--- config.mk ---
export PLATFORM = sky130hd
export DESIGN_NAME = pssd_top
export DESIGN_NICKNAME = d
export VERILOG_FILES = /design/src/design/pssd_pkg.sv /design/src/design/pssd_top.sv
export SDC_FILE = /design/constraint.sdc
export NUM_CORES = 1
export LEC_CHECK = 0
export BUFFER_PORTS_ARGS = -buffer_cell sky130_fd_sc_hd__buf_2
export CAP_MARGIN = 20
export CORE_ASPECT_RATIO = 0.5
export CORE_MARGIN = 3
export CORE_UTILIZATION = 46
export DETAILED_ROUTE_END_ITERATION = 8
export GPL_TIMING_DRIVEN = 0
export HOLD_SLACK_MARGIN = 0.02
export MAX_ROUTING_LAYER = met4
export PLACE_DENSITY = 0.78
export SLEW_MARGIN = 20
export SYNTH_ARGS = -nofsm -noshare
export SYNTH_HDL_FRONTEND = slang
export SYNTH_SLANG_ARGS = --single-unit
export TNS_END_PERCENT = 10
--- constraint.sdc ---
create_clock -name i_clk -period 2.6 [get_ports i_clk]
set_input_delay 0.52 -clock i_clk [delete_from_list [all_inputs] [get_ports i_clk]]
set_output_delay 0.52 -clock i_clk [all_outputs]
set_load 0.01 [all_outputs]
--- src/design/pssd_pkg.sv ---
// Shared types and constants of the symbol sign and receive decode block
`default_nettype none
package pssd_pkg;
   // Quinary symbol and four-lane vector
   typedef logic signed [2:0] pssd_sym_t;
   typedef struct packed {
      pssd_sym_t a;
      pssd_sym_t b;
      pssd_sym_t c;
      pssd_sym_t d;
   } pssd_vec_t;
   // Transmit code-group kinds
   typedef enum logic [2:0] {
      PSSD_GRP_NORMAL = 3'h0,
      PSSD_GRP_XMT_ERR = 3'h1,
      PSSD_GRP_EXT_ERR = 3'h2,
      PSSD_GRP_EXTEND = 3'h3,
      PSSD_GRP_RESET = 3'h4
   } pssd_grp_t;
   // Receive states, one-hot
   typedef enum logic [6:0] {
      PSSD_ST_IDLE = 7'h01,
      PSSD_ST_SSD2 = 7'h02,
      PSSD_ST_DATA = 7'h04,
      PSSD_ST_SECOND_END_GROUP = 7'h08,
      PSSD_ST_CEXT = 7'h10,
      PSSD_ST_ERR = 7'h20,
      PSSD_ST_LFAIL = 7'h40
   } pssd_state_t;
   // Status word layout
   typedef struct packed {
      logic [27:0] zero;
      logic rem_lpi_req;
      logic remote_stream_active;
      logic rx_error;
      logic scr_ok;
   } pssd_status_t;
   // Register map
   localparam logic [7:0] PSSD_ADDR_CTRL = 8'h00;
   localparam logic [7:0] PSSD_ADDR_STATUS = 8'h04;
   localparam int PSSD_CTRL_EEE_BIT = 0;
   localparam logic PSSD_CTRL_EEE_RST = 1'b0;
   // Descrambler
   localparam int PSSD_SCR_LEN = 33;
   localparam int PSSD_TAP_MASTER = 20;
   localparam int PSSD_TAP_SLAVE = 13;
   localparam logic [5:0] PSSD_LOCK_MATCHES = 6'h28;
   // Transmit enable history depth and sign-reverse taps
   localparam int PSSD_TXEN_DEPTH = 4;
   localparam int PSSD_TXEN_TAP2 = 1;
   localparam int PSSD_TXEN_TAP4 = 3;
   // Idle vectors needed to leave the error state
   localparam logic [2:0] PSSD_IDLE_EXIT = 3'h4;
   localparam logic [2:0] PSSD_IDLE_DV_KEEP = 3'h3;
   // GMII receive codes
   localparam logic [7:0] PSSD_PREAMBLE = 8'h55;
   localparam logic [7:0] PSSD_CEXT_CODE = 8'h0f;
   localparam logic [7:0] PSSD_LPI_CODE = 8'h01;
   localparam logic [3:0] PSSD_UPD_COUNT = 4'h8;
   // Delimiter and low-power patterns
   localparam pssd_vec_t PSSD_SSD1 = {3'h2, 3'h2, 3'h2, 3'h2};
   localparam pssd_vec_t PSSD_SSD2 = {3'h2, 3'h2, 3'h2, 3'h6};
   localparam pssd_vec_t PSSD_ESD1 = {3'h2, 3'h2, 3'h6, 3'h6};
   localparam pssd_vec_t PSSD_SECOND_END_GROUP_EXT0 = {3'h2, 3'h6, 3'h2, 3'h6};
   localparam pssd_vec_t PSSD_SECOND_END_GROUP_EXT1 = {3'h6, 3'h2, 3'h2, 3'h6};
   localparam pssd_vec_t PSSD_SECOND_END_GROUP_EXT2 = {3'h6, 3'h6, 3'h2, 3'h2};
   localparam pssd_vec_t PSSD_LPI_IDLE = {3'h0, 3'h0, 3'h2, 3'h2};
endpackage
`default_nettype wire

--- src/design/pssd_top.sv ---
// Transmit symbol sign generation and receive decode with descrambler
//
// Overview of operation
// RULE1 - Normal data rows map to quinary tuples
// RULE2 - Special groups depend only on high bits
// RULE3 - Four sign bits randomize lane polarity
// RULE4 - Sign reverse is enable at n-2 or n-4
// RULE5 - Sign is minus when bit xor reverse zero
// RULE6 - Lane symbol is mapped symbol times sign
// RULE7 - Align vectors, report descrambler lock OK
// RULE8 - Drive data, valid, error and stream flag
// RULE9 - Derive remote low-power indications from idle
// RULE10 - Idle violation sets stream flag, checks two
// RULE11 - Start delimiter periods carry preamble bits
// RULE12 - Valid asserted, vectors decoded until end
// RULE13 - Error cleared after four idle vectors
// RULE14 - Plus minus two symbols checked for end
// RULE15 - End drops valid, extension raises error
// RULE16 - No extension clears flag, else after idle
// RULE17 - Any violation gives error one period
// RULE18 - Mid-stream error keeps valid three idles; code keeps valid until the error state exits after four idles
// RULE19 - Error asserted while link has failed
// RULE20 - Descramble with role dependent polynomial
// RULE21 - Role comes from the PMA configuration
// RULE22 - Error status is ERROR or NO_ERROR
// RULE23 - Descrambler is a 33 stage shift register
// RULE24 - Transmit enable kept in four stage history
`default_nettype none
module pssd_top
   import pssd_pkg::*;
(
   // Clock and reset
   input wire logic i_clk,
   input wire logic i_rst_b,
   // Register port
   input wire logic [7:0] i_reg_addr,
   input wire logic [31:0] i_reg_wdata,
   input wire logic i_reg_wr,
   input wire logic i_reg_rd,
   output logic [31:0] o_reg_rdata,
   // Transmit side
   input wire logic [8:0] i_scrambled_data_bits,
   input wire pssd_grp_t i_tx_group,
   input wire logic [3:0] i_sign_scrambler_bits,
   input wire logic i_tx_enable,
   output pssd_vec_t o_tx_symbols,
   // PMA side
   input wire pssd_vec_t i_rx_symbols,
   input wire logic i_config_master,
   input wire logic i_loc_rcvr_ok,
   input wire logic i_link_ok,
   // GMII receive side
   output logic [7:0] o_rxd,
   output logic o_rx_dv,
   output logic o_rx_er,
   output logic o_remote_stream_active,
   output logic o_scr_ok,
   output logic o_rx_error_status,
   output logic o_rem_lpi_req,
   output logic o_rem_update_done
);

   function automatic pssd_vec_t mk(input int a, input int b, input int c, input int d);
      mk = {3'(a), 3'(b), 3'(c), 3'(d)};
   endfunction

   // RULE1 normal row lookup
   function automatic pssd_vec_t map_normal(input logic [5:0] low, input logic [1:0] col);
      case ({low, col})
         {6'h35, 2'h0}: map_normal = mk(-2, 2, 0, -1);
         {6'h35, 2'h1}: map_normal = mk(-2, 2, 1, -2);
         {6'h35, 2'h2}: map_normal = mk(-1, 2, 0, -2);
         {6'h35, 2'h3}: map_normal = mk(-1, 2, 1, -1);
         {6'h36, 2'h0}: map_normal = mk(0, 2, -2, -1);
         {6'h36, 2'h1}: map_normal = mk(0, 2, -1, -2);
         {6'h36, 2'h2}: map_normal = mk(1, 2, -2, -2);
         {6'h36, 2'h3}: map_normal = mk(1, 2, -1, -1);
         {6'h37, 2'h0}: map_normal = mk(-2, 2, -2, -1);
         {6'h37, 2'h1}: map_normal = mk(-2, 2, -1, -2);
         {6'h37, 2'h2}: map_normal = mk(-1, 2, -2, -2);
         {6'h37, 2'h3}: map_normal = mk(-1, 2, -1, -1);
         {6'h38, 2'h0}: map_normal = mk(1, 1, 1, 2);
         {6'h38, 2'h1}: map_normal = mk(0, 0, 1, 2);
         {6'h38, 2'h2}: map_normal = mk(1, 0, 0, 2);
         {6'h38, 2'h3}: map_normal = mk(0, 1, 0, 2);
         {6'h39, 2'h0}: map_normal = mk(-1, 1, 1, 2);
         {6'h39, 2'h1}: map_normal = mk(-2, 0, 1, 2);
         {6'h39, 2'h2}: map_normal = mk(-1, 0, 0, 2);
         {6'h39, 2'h3}: map_normal = mk(-2, 1, 0, 2);
         {6'h3a, 2'h0}: map_normal = mk(1, -1, 1, 2);
         {6'h3a, 2'h1}: map_normal = mk(0, -2, 1, 2);
         {6'h3a, 2'h2}: map_normal = mk(1, -2, 0, 2);
         {6'h3a, 2'h3}: map_normal = mk(0, -1, 0, 2);
         {6'h3b, 2'h0}: map_normal = mk(-1, -1, 1, 2);
         {6'h3b, 2'h1}: map_normal = mk(-2, -2, 1, 2);
         {6'h3b, 2'h2}: map_normal = mk(-1, -2, 0, 2);
         {6'h3b, 2'h3}: map_normal = mk(-2, -1, 0, 2);
         {6'h3c, 2'h0}: map_normal = mk(1, 1, -1, 2);
         {6'h3c, 2'h1}: map_normal = mk(0, 0, -1, 2);
         {6'h3c, 2'h2}: map_normal = mk(1, 0, -2, 2);
         {6'h3c, 2'h3}: map_normal = mk(0, 1, -2, 2);
         {6'h3d, 2'h0}: map_normal = mk(-1, 1, -1, 2);
         {6'h3d, 2'h1}: map_normal = mk(-2, 0, -1, 2);
         {6'h3d, 2'h2}: map_normal = mk(-1, 0, -2, 2);
         {6'h3d, 2'h3}: map_normal = mk(-2, 1, -2, 2);
         {6'h3e, 2'h0}: map_normal = mk(1, -1, -1, 2);
         {6'h3e, 2'h1}: map_normal = mk(0, -2, -1, 2);
         {6'h3e, 2'h2}: map_normal = mk(1, -2, -2, 2);
         {6'h3e, 2'h3}: map_normal = mk(0, -1, -2, 2);
         {6'h3f, 2'h0}: map_normal = mk(-1, -1, -1, 2);
         {6'h3f, 2'h1}: map_normal = mk(-2, -2, -1, 2);
         {6'h3f, 2'h2}: map_normal = mk(-1, -2, -2, 2);
         {6'h3f, 2'h3}: map_normal = mk(-2, -1, -2, 2);
         default: map_normal = mk(0, 0, 0, 0);
      endcase
   endfunction

   // RULE2 special groups by column only
   function automatic pssd_vec_t map_special(input pssd_grp_t grp, input logic [1:0] col);
      case ({grp, col})
         {PSSD_GRP_XMT_ERR, 2'h0}: map_special = mk(2, 2, 0, 1);
         {PSSD_GRP_XMT_ERR, 2'h1}: map_special = mk(0, 2, 1, 2);
         {PSSD_GRP_XMT_ERR, 2'h2}: map_special = mk(1, 2, 2, 0);
         {PSSD_GRP_XMT_ERR, 2'h3}: map_special = mk(2, 1, 2, 0);
         {PSSD_GRP_EXT_ERR, 2'h0}: map_special = mk(2, 2, -2, -1);
         {PSSD_GRP_EXT_ERR, 2'h1}: map_special = mk(-2, 2, -1, 2);
         {PSSD_GRP_EXT_ERR, 2'h2}: map_special = mk(-1, 2, 2, -2);
         {PSSD_GRP_EXT_ERR, 2'h3}: map_special = mk(2, -1, 2, -2);
         {PSSD_GRP_EXTEND, 2'h0}: map_special = mk(2, 0, 2, 1);
         {PSSD_GRP_EXTEND, 2'h1}: map_special = mk(2, 0, 1, 2);
         {PSSD_GRP_EXTEND, 2'h2}: map_special = mk(1, 0, 2, 2);
         {PSSD_GRP_EXTEND, 2'h3}: map_special = mk(2, 1, 0, 2);
         {PSSD_GRP_RESET, 2'h0}: map_special = mk(2, -2, 2, -1);
         {PSSD_GRP_RESET, 2'h1}: map_special = mk(2, -2, -1, 2);
         {PSSD_GRP_RESET, 2'h2}: map_special = mk(-1, -2, 2, 2);
         {PSSD_GRP_RESET, 2'h3}: map_special = mk(2, -1, -2, 2);
         default: map_special = mk(0, 0, 0, 0);
      endcase
   endfunction

   function automatic logic is_even(input pssd_vec_t v);
      is_even = !v.a[0] && !v.b[0] && !v.c[0] && !v.d[0];
   endfunction

   function automatic logic has_two(input pssd_vec_t v);
      has_two = v.a[1:0] == 2'h2 || v.b[1:0] == 2'h2 || v.c[1:0] == 2'h2
         || v.d[1:0] == 2'h2;
   endfunction

   // Transmit datapath
   logic [1:0] tx_col;
   pssd_vec_t unsigned_mapped_symbol;
   logic [PSSD_TXEN_DEPTH-1:0] txen_hist;
   logic srev;
   logic [3:0] lane_binary_sign;
   pssd_vec_t next_tx_symbols;

   assign tx_col = {i_scrambled_data_bits[6], i_scrambled_data_bits[7]};
   assign unsigned_mapped_symbol = (i_tx_group == PSSD_GRP_NORMAL)
      ? map_normal(i_scrambled_data_bits[5:0], tx_col) : map_special(i_tx_group, tx_col);

   // RULE24 enable history
   always_ff @(posedge i_clk)
   begin
      if (!i_rst_b)
         txen_hist <= '0;
      else
         txen_hist <= {txen_hist[PSSD_TXEN_DEPTH-2:0], i_tx_enable};
   end

   // RULE4 sign reverse
   assign srev = txen_hist[PSSD_TXEN_TAP2] | txen_hist[PSSD_TXEN_TAP4];

   genvar lane;
   generate
      for (lane = 0; lane < 4; lane++)
      begin : g_lane
         pssd_sym_t t_sym;
         assign t_sym = unsigned_mapped_symbol[3*(3-lane) +: 3];
         // RULE3 RULE5 sign per lane, high means minus
         assign lane_binary_sign[lane] = ((i_sign_scrambler_bits[lane] ^ srev) == 1'b0);
         // RULE6 product with sign
         assign next_tx_symbols[3*(3-lane) +: 3] = lane_binary_sign[lane] ? -t_sym : t_sym;
      end
   endgenerate

   always_ff @(posedge i_clk)
   begin
      if (!i_rst_b)
         o_tx_symbols <= '0;
      else
         o_tx_symbols <= next_tx_symbols;
   end

   // Register port
   logic eee_enable;
   pssd_status_t status_word;

   always_ff @(posedge i_clk)
   begin
      if (!i_rst_b)
         eee_enable <= PSSD_CTRL_EEE_RST;
      else if (i_reg_wr && i_reg_addr == PSSD_ADDR_CTRL)
         eee_enable <= i_reg_wdata[PSSD_CTRL_EEE_BIT];
   end

   assign status_word = '{zero: '0, rem_lpi_req: o_rem_lpi_req,
      remote_stream_active: o_remote_stream_active, rx_error: o_rx_error_status,
      scr_ok: o_scr_ok};

   always_ff @(posedge i_clk)
   begin
      if (!i_rst_b)
         o_reg_rdata <= '0;
      else if (i_reg_rd && i_reg_addr == PSSD_ADDR_CTRL)
         o_reg_rdata <= 32'(eee_enable);
      else if (i_reg_rd && i_reg_addr == PSSD_ADDR_STATUS)
         o_reg_rdata <= status_word;
      else
         o_reg_rdata <= '0;
   end

   // Descrambler
   logic [PSSD_SCR_LEN-1:0] scr;
   logic scr_fb;
   logic rx_bit;
   logic [5:0] lock_cnt;

   assign rx_bit = i_rx_symbols.a[2];
   // RULE20 RULE21 role selects the tap
   assign scr_fb = scr[PSSD_SCR_LEN-1]
      ^ (i_config_master ? scr[PSSD_TAP_MASTER-1] : scr[PSSD_TAP_SLAVE-1]);

   // RULE23 one shift per symbol period
   always_ff @(posedge i_clk)
   begin
      if (!i_rst_b)
         scr <= '0;
      else if (o_scr_ok)
         scr <= {scr[PSSD_SCR_LEN-2:0], scr_fb};
      else
         scr <= {scr[PSSD_SCR_LEN-2:0], rx_bit};
   end

   // RULE7 lock after matching idle bits
   always_ff @(posedge i_clk)
   begin
      if (!i_rst_b || !i_loc_rcvr_ok)
      begin
         lock_cnt <= '0;
         o_scr_ok <= 1'b0;
      end
      else if (!o_scr_ok)
      begin
         if (scr_fb != rx_bit)
            lock_cnt <= '0;
         else if (lock_cnt == PSSD_LOCK_MATCHES - 6'h1)
            o_scr_ok <= 1'b1;
         else
            lock_cnt <= lock_cnt + 6'h1;
      end
   end

   // Receive state machine
   pssd_state_t state;
   pssd_state_t next_state;
   logic idle_ok;
   logic [2:0] idle_cnt;
   logic err_in_data;
   logic [7:0] rx_octet;

   assign idle_ok = is_even(i_rx_symbols) && i_rx_symbols != PSSD_SSD1;
   assign rx_octet = {i_rx_symbols.a[1:0], i_rx_symbols.b[1:0], i_rx_symbols.c[1:0],
      i_rx_symbols.d[1:0]} ^ scr[7:0];

   always_comb
   begin
      next_state = state;
      case (state)
         PSSD_ST_IDLE:
            // RULE10 idle violation check
            if (o_scr_ok && !idle_ok)
               next_state = (i_rx_symbols == PSSD_SSD1) ? PSSD_ST_SSD2 : PSSD_ST_ERR;
         PSSD_ST_SSD2:
            next_state = (i_rx_symbols == PSSD_SSD2) ? PSSD_ST_DATA : PSSD_ST_ERR;
         PSSD_ST_DATA:
            // RULE14 plus minus two end check
            if (i_rx_symbols == PSSD_ESD1)
               next_state = PSSD_ST_SECOND_END_GROUP;
            else if (has_two(i_rx_symbols))
               next_state = PSSD_ST_ERR;
         PSSD_ST_SECOND_END_GROUP:
            if (i_rx_symbols == PSSD_SECOND_END_GROUP_EXT0 || i_rx_symbols == PSSD_SECOND_END_GROUP_EXT1)
               next_state = PSSD_ST_IDLE;
            else if (i_rx_symbols == PSSD_SECOND_END_GROUP_EXT2)
               next_state = PSSD_ST_CEXT;
            else
               next_state = PSSD_ST_ERR;
         PSSD_ST_CEXT:
            if (idle_ok)
               next_state = PSSD_ST_IDLE;
         PSSD_ST_ERR:
            if (idle_ok && idle_cnt == PSSD_IDLE_EXIT - 3'h1)
               next_state = PSSD_ST_IDLE;
         PSSD_ST_LFAIL:
            next_state = PSSD_ST_IDLE;
         default:
            next_state = PSSD_ST_IDLE;
      endcase
      if (!i_link_ok)
         next_state = PSSD_ST_LFAIL;
      else if (!i_loc_rcvr_ok && state != PSSD_ST_LFAIL)
         next_state = PSSD_ST_IDLE;
   end

   always_ff @(posedge i_clk)
   begin
      if (!i_rst_b)
         state <= PSSD_ST_IDLE;
      else
         state <= next_state;
   end

   // Idle counter for error recovery
   always_ff @(posedge i_clk)
   begin
      if (!i_rst_b || state != PSSD_ST_ERR || !idle_ok)
         idle_cnt <= '0;
      else
         idle_cnt <= idle_cnt + 3'h1;
   end

   always_ff @(posedge i_clk)
   begin
      if (!i_rst_b)
         err_in_data <= 1'b0;
      else if (state != PSSD_ST_ERR)
         err_in_data <= (state == PSSD_ST_DATA || state == PSSD_ST_SSD2);
   end

   // GMII outputs, registered from the state entered
   always_ff @(posedge i_clk)
   begin
      if (!i_rst_b)
      begin
         o_rxd <= '0;
         o_rx_dv <= 1'b0;
         o_rx_er <= 1'b0;
      end
      else
      begin
         o_rxd <= '0;
         o_rx_dv <= 1'b0;
         o_rx_er <= 1'b0;
         case (next_state)
            // RULE11 preamble over start delimiter
            PSSD_ST_SSD2:
            begin
               o_rxd <= PSSD_PREAMBLE;
               o_rx_dv <= 1'b1;
            end
            PSSD_ST_DATA:
            begin
               // RULE12 decoded data with valid
               o_rxd <= (state == PSSD_ST_SSD2) ? PSSD_PREAMBLE : rx_octet;
               o_rx_dv <= 1'b1;
            end
            // RULE15 extension signals error
            PSSD_ST_CEXT:
            begin
               o_rxd <= PSSD_CEXT_CODE;
               o_rx_er <= 1'b1;
            end
            // RULE13 RULE17 RULE18 error held until idles
            PSSD_ST_ERR:
            begin
               o_rx_er <= 1'b1;
               o_rx_dv <= (state == PSSD_ST_ERR) ? err_in_data
                  : (state == PSSD_ST_DATA || state == PSSD_ST_SSD2);
            end
            // RULE19 error in link failure
            PSSD_ST_LFAIL:
               o_rx_er <= 1'b1;
            PSSD_ST_IDLE:
               if (eee_enable && o_rem_lpi_req)
               begin
                  o_rxd <= PSSD_LPI_CODE;
                  o_rx_er <= 1'b1;
               end
            default:
               o_rxd <= '0;
         endcase
      end
   end

   // RULE8 RULE10 RULE16 stream activity flag
   always_ff @(posedge i_clk)
   begin
      if (!i_rst_b)
         o_remote_stream_active <= 1'b0;
      else
         o_remote_stream_active <= (next_state != PSSD_ST_IDLE)
            && (next_state != PSSD_ST_LFAIL);
   end

   // RULE22 error status set only here
   always_ff @(posedge i_clk)
   begin
      if (!i_rst_b)
         o_rx_error_status <= 1'b0;
      else if (next_state == PSSD_ST_ERR)
         o_rx_error_status <= 1'b1;
      else if (next_state == PSSD_ST_IDLE)
         o_rx_error_status <= 1'b0;
   end

   // RULE9 remote low-power from idle encoding
   logic [3:0] lpi_cnt;
   always_ff @(posedge i_clk)
   begin
      if (!i_rst_b || !eee_enable || state != PSSD_ST_IDLE || i_rx_symbols != PSSD_LPI_IDLE)
      begin
         lpi_cnt <= '0;
         o_rem_lpi_req <= 1'b0;
         o_rem_update_done <= 1'b0;
      end
      else
      begin
         o_rem_lpi_req <= 1'b1;
         if (lpi_cnt == PSSD_UPD_COUNT - 4'h1)
            o_rem_update_done <= 1'b1;
         else
            lpi_cnt <= lpi_cnt + 4'h1;
      end
   end

endmodule
`default_nettype wire

==> results.yml <==
floorplan:
  die_h_microns: 73.5
  dieArea_sq_mm: 0.0104
  num_rows: 23
  initial_utilization: 0.499
  die_w_microns: 141
  pin_count: 135
  coreArea_sq_mm: 0.00840
hold_path:
  hold_path.startpoint: "i_tx_enable"
  min_to: "txen_hist[0]"
  holdPathStages: 2
  min_path_type: "in -> reg"
worst_setup_path:
  endpoint_kind: "register"
  cp-start-kind: "input pin"
  worst_ep_arrival_time_ns: 2.71
  worstRegToRegCells: 6
  worstPathMaxFanout: 7
  rr_endpoint: "o_rxd[0]"
  cp-startpoint: "i_scrambled_data_bits[6]"
  path_class: "in -> reg"
  timing.rr.start: "state[0]"
  r2r_slack_ns: 0.16
  cp.required_ns: 2.83
pwr:
  leakage_uw: 0.00225
  clkPwrFrac: 0.435
  finalPower_uw: 3070
  intPower_uw: 2370
  vdd_drop_max_mv: 0.316
  power.share.sequential: 0.460
  p_per_area_mw_per_mm2: 598
  combPwrFrac: 0.105
  sw_frac_of_total: 0.230
  p_switching_uw: 706
sta:
  relSlewSlack: 0.604
  setup-violations-final: 0
  period_share: 0.956
  min_period_ns: 2.48
  worst_pin_slew_ns: 0.592
  rsz0062_at_grt: "false"
  hold_slack_ns: 0.416
  slew_violations: 0
  hold_violations: 0
  skew_ns: 0.00623
  fmax_mhz: 402
finish:
  nFillCells: 719
  diodes: 0
  multi_input_area_sq_mm: 0.00221
  area_growth_pct: 22.7
  finalNonFillerCells: 686
  ff_latch_area_sq_mm: 0.00180
  drive_above_1_share: 0.235
  nNetsFinal: 659
placed_design:
  gp_congestion: 0.917
  dp_cells: 671
  place_hpwl_microns: 6850
  numPortBuffers: 70
clock_network:
  path_clk_slew_ns: 0.06
  post_cts_buffers: 0
  numCtsBuffers: 9
  cts_tree: "yes"
  clock_sinks: 90
  cts_hold_buffers: 0
  cts_root_buf: "clkbuf_16"
  clock_path_buffers: 2
  h-tree-depth: 3
  insertion_delay_ns: 0.33
logic_synthesis:
  synth_top_area_frac: 0.430
  yosysMostFrequentCell: "dfxtp_1"
  syn-mean-instance-area_sq_um: 9.07
  synth_top_area_cell: "dfxtp_1"
  synthAdderAreaFrac: 0.0418
  syn_inst: 462
  synth-edff-count: 0
  yosysWarnings: 0
  synthArstFlopShare: 0
  synth_top_family_by_area: "simple AND/OR/NAND/NOR gates"
  synth_ff_type: "dfxtp_1"
  synth_mux_area_frac: 0.0119
  synthSimpleGateAreaFrac: 0.255
  seq_area_frac_synth: 0.430
  synth.distinct_cells: 63
  synth_area_sq_mm: 0.00419
  synth_compound_area_frac: 0.124
  ys_seq_elements: 90
  yosys-top-cells-count: "dfxtp_1 (90), nor2_1 (64), and2_1 (38), buf_4 (28)"
  synth_xor_area_frac: 0.0597
  synthTopCellsByArea: "dfxtp_1 (43%), nor2_1 (5.7%), and2_1 (5.7%)"
global_routing:
  gr-usage-all-layers: 0.186
  grt_max_degree: 15
  gr-total-overflow: 0
  antenna_found_initial: 0
  grt_pass1_vias: 3200
  grt_pass1_wl_microns: 15000
routing:
  wl_per_cell_microns: 13.2
  wl_microns: 9060
  vias: 3471
  avgViaCountPerCell: 5.06
  drt_pre_antenna_iters: 5
  drcViolationCount: 0
  drtAntennaViolNets: 0
  drt_iter0_drc: 204
flow_run:
  drv_cap: 0
run_status:
  status: "complete, no violations"
## registers in the layout, indices dropped and copies added, names as in the netlist
register and count:
o_rem_lpi_req 1, idle_cnt 3, lock_cnt 6, eee_enable 1, o_rx_dv 1, scr 33
o_scr_ok 1, o_rx_er 1, o_rx_error_status 1, o_remote_stream_active 1, o_rxd 8, state 7
lpi_cnt 4, o_tx_symbols 12, o_reg_rdata 4, txen_hist 4, o_rem_update_done 1, err_in_data 1
## power groups by stage
stage,clock [uW],sequential [uW],combinational (uW)
finish,1340,1410,323
detailed placement,0,1440,312
global route,1430,1410,358
global placement,0,1440,307
CTS,1360,1410,315
floorplan,0,1450,204
## cells by family (layout without fill, tap and decap cells)
logic type | count (synthesis) | count (layout)
muxes | 5 | 5
adders and majority gates | 14 | 14
xor gates and xnor gates | 27 | 27
other | 1 | 28
AOI/OAI and AO/OA | 75 | 75
buffers and inverters | 58 | 143
DFF | 90 | 90
and+or+nand+nor | 192 | 192
## per-stage QoR
| step | instance area, sq um | TNS [ns] | utilization | setup WS (ns) |
|---|---|---|---|---|
| finish | 5140 | 0 | 0.612 | 0.115 |
| global route | 5140 | 0 | 0.612 | 0.00552 |
| CTS | 5120 | -0.0276 | 0.609 | -0.0168 |
| detailed placement | 4780 | -3.69 | 0.569 | -0.468 |
| global placement | 4780 | -3.27 | 0.569 | -0.431 |
| floorplan | 4290 | 0 | - | 0.00537 |
## metal layers
metal  up-vias  wire length (microns)  part of all wire  global-route usage
li1       1761                      -                 -                   -
met1      1560                   4240              0.47               0.236
met2       132                   4120              0.45               0.295
met3        18                    572             0.063              0.0527
met4         0                    133             0.015              0.0526
met5         -                      0                 0                   -
## how the worst max path moves through the flow
stage                                  end  depth (start not counted)
after floorplan           o_tx_symbols[11]                         12
after global placement    o_tx_symbols[11]                         13
after detailed placement   o_tx_symbols[7]                         11
after CTS                 o_tx_symbols[11]                         13
after global routing      o_tx_symbols[11]                         12
final                     o_tx_symbols[11]                         12
## critical path, cell delays in order
cell and delay [ns]:
buf_2 0.13, inv_1 0.13, ha_2 0.30, nor4_2 0.07
or4_4 0.49, a21oi_2 0.22, a21o_1 0.15, o21ai_0 0.13
ha_1 0.23, nor2_1 0.13, xnor2_1 0.07, and2_1 0.15
## what timing repair did
item | CTS | global route
endpoints found under the setup margin | 5 | 11
resized for setup | 4 | 8
hold endpoints to repair | 0 | 0
## cells in the final DEF, fill, tap and decap left out, types with 3 or more instances in the layout
cell type | netlist | final
a211oi_1 | 10 | 10
a21o_1 | 3 | 3
a21oi_1 | 17 | 16
a22oi_1 | 4 | 4
and2_1 | 38 | 38
and3_1 | 3 | 3
buf_1 | 3 | 3
buf_2 | 0 | 70
buf_4 | 28 | 28
clkbuf_1 | 9 | 9
clkbuf_16 | 0 | 9
clkbuf_8 | 0 | 3
conb_1 | 1 | 28
dfxtp_1 | 90 | 90
ha_1 | 14 | 12
inv_1 | 17 | 17
mux2i_1 | 5 | 5
nand2_1 | 14 | 14
nand2b_1 | 3 | 3
nand3_1 | 9 | 9
nand4_1 | 6 | 6
nor2_1 | 64 | 61
nor2_2 | 0 | 3
nor2b_1 | 11 | 11
nor3_1 | 10 | 9
nor3b_1 | 3 | 3
nor4_1 | 5 | 4
nor4b_1 | 3 | 3
o21ai_0 | 14 | 14
o21ai_1 | 3 | 3
or3_1 | 3 | 3
xnor2_1 | 13 | 13
xor2_1 | 13 | 13
## cell type report
type / instances / share of cell area
well taps: 112 / 0.0273
clock buffers: 13 / 0.0526
inverters: 18 / 0.0131
multi-input cells: 341 / 0.431
repair buffers: 70 / 0.0681
plain buffers: 39 / 0.0489
flip-flops and latches: 90 / 0.350
clock inverters: 3 / 0.00900
Note: power is estimated with default switching activity, not from simulation.
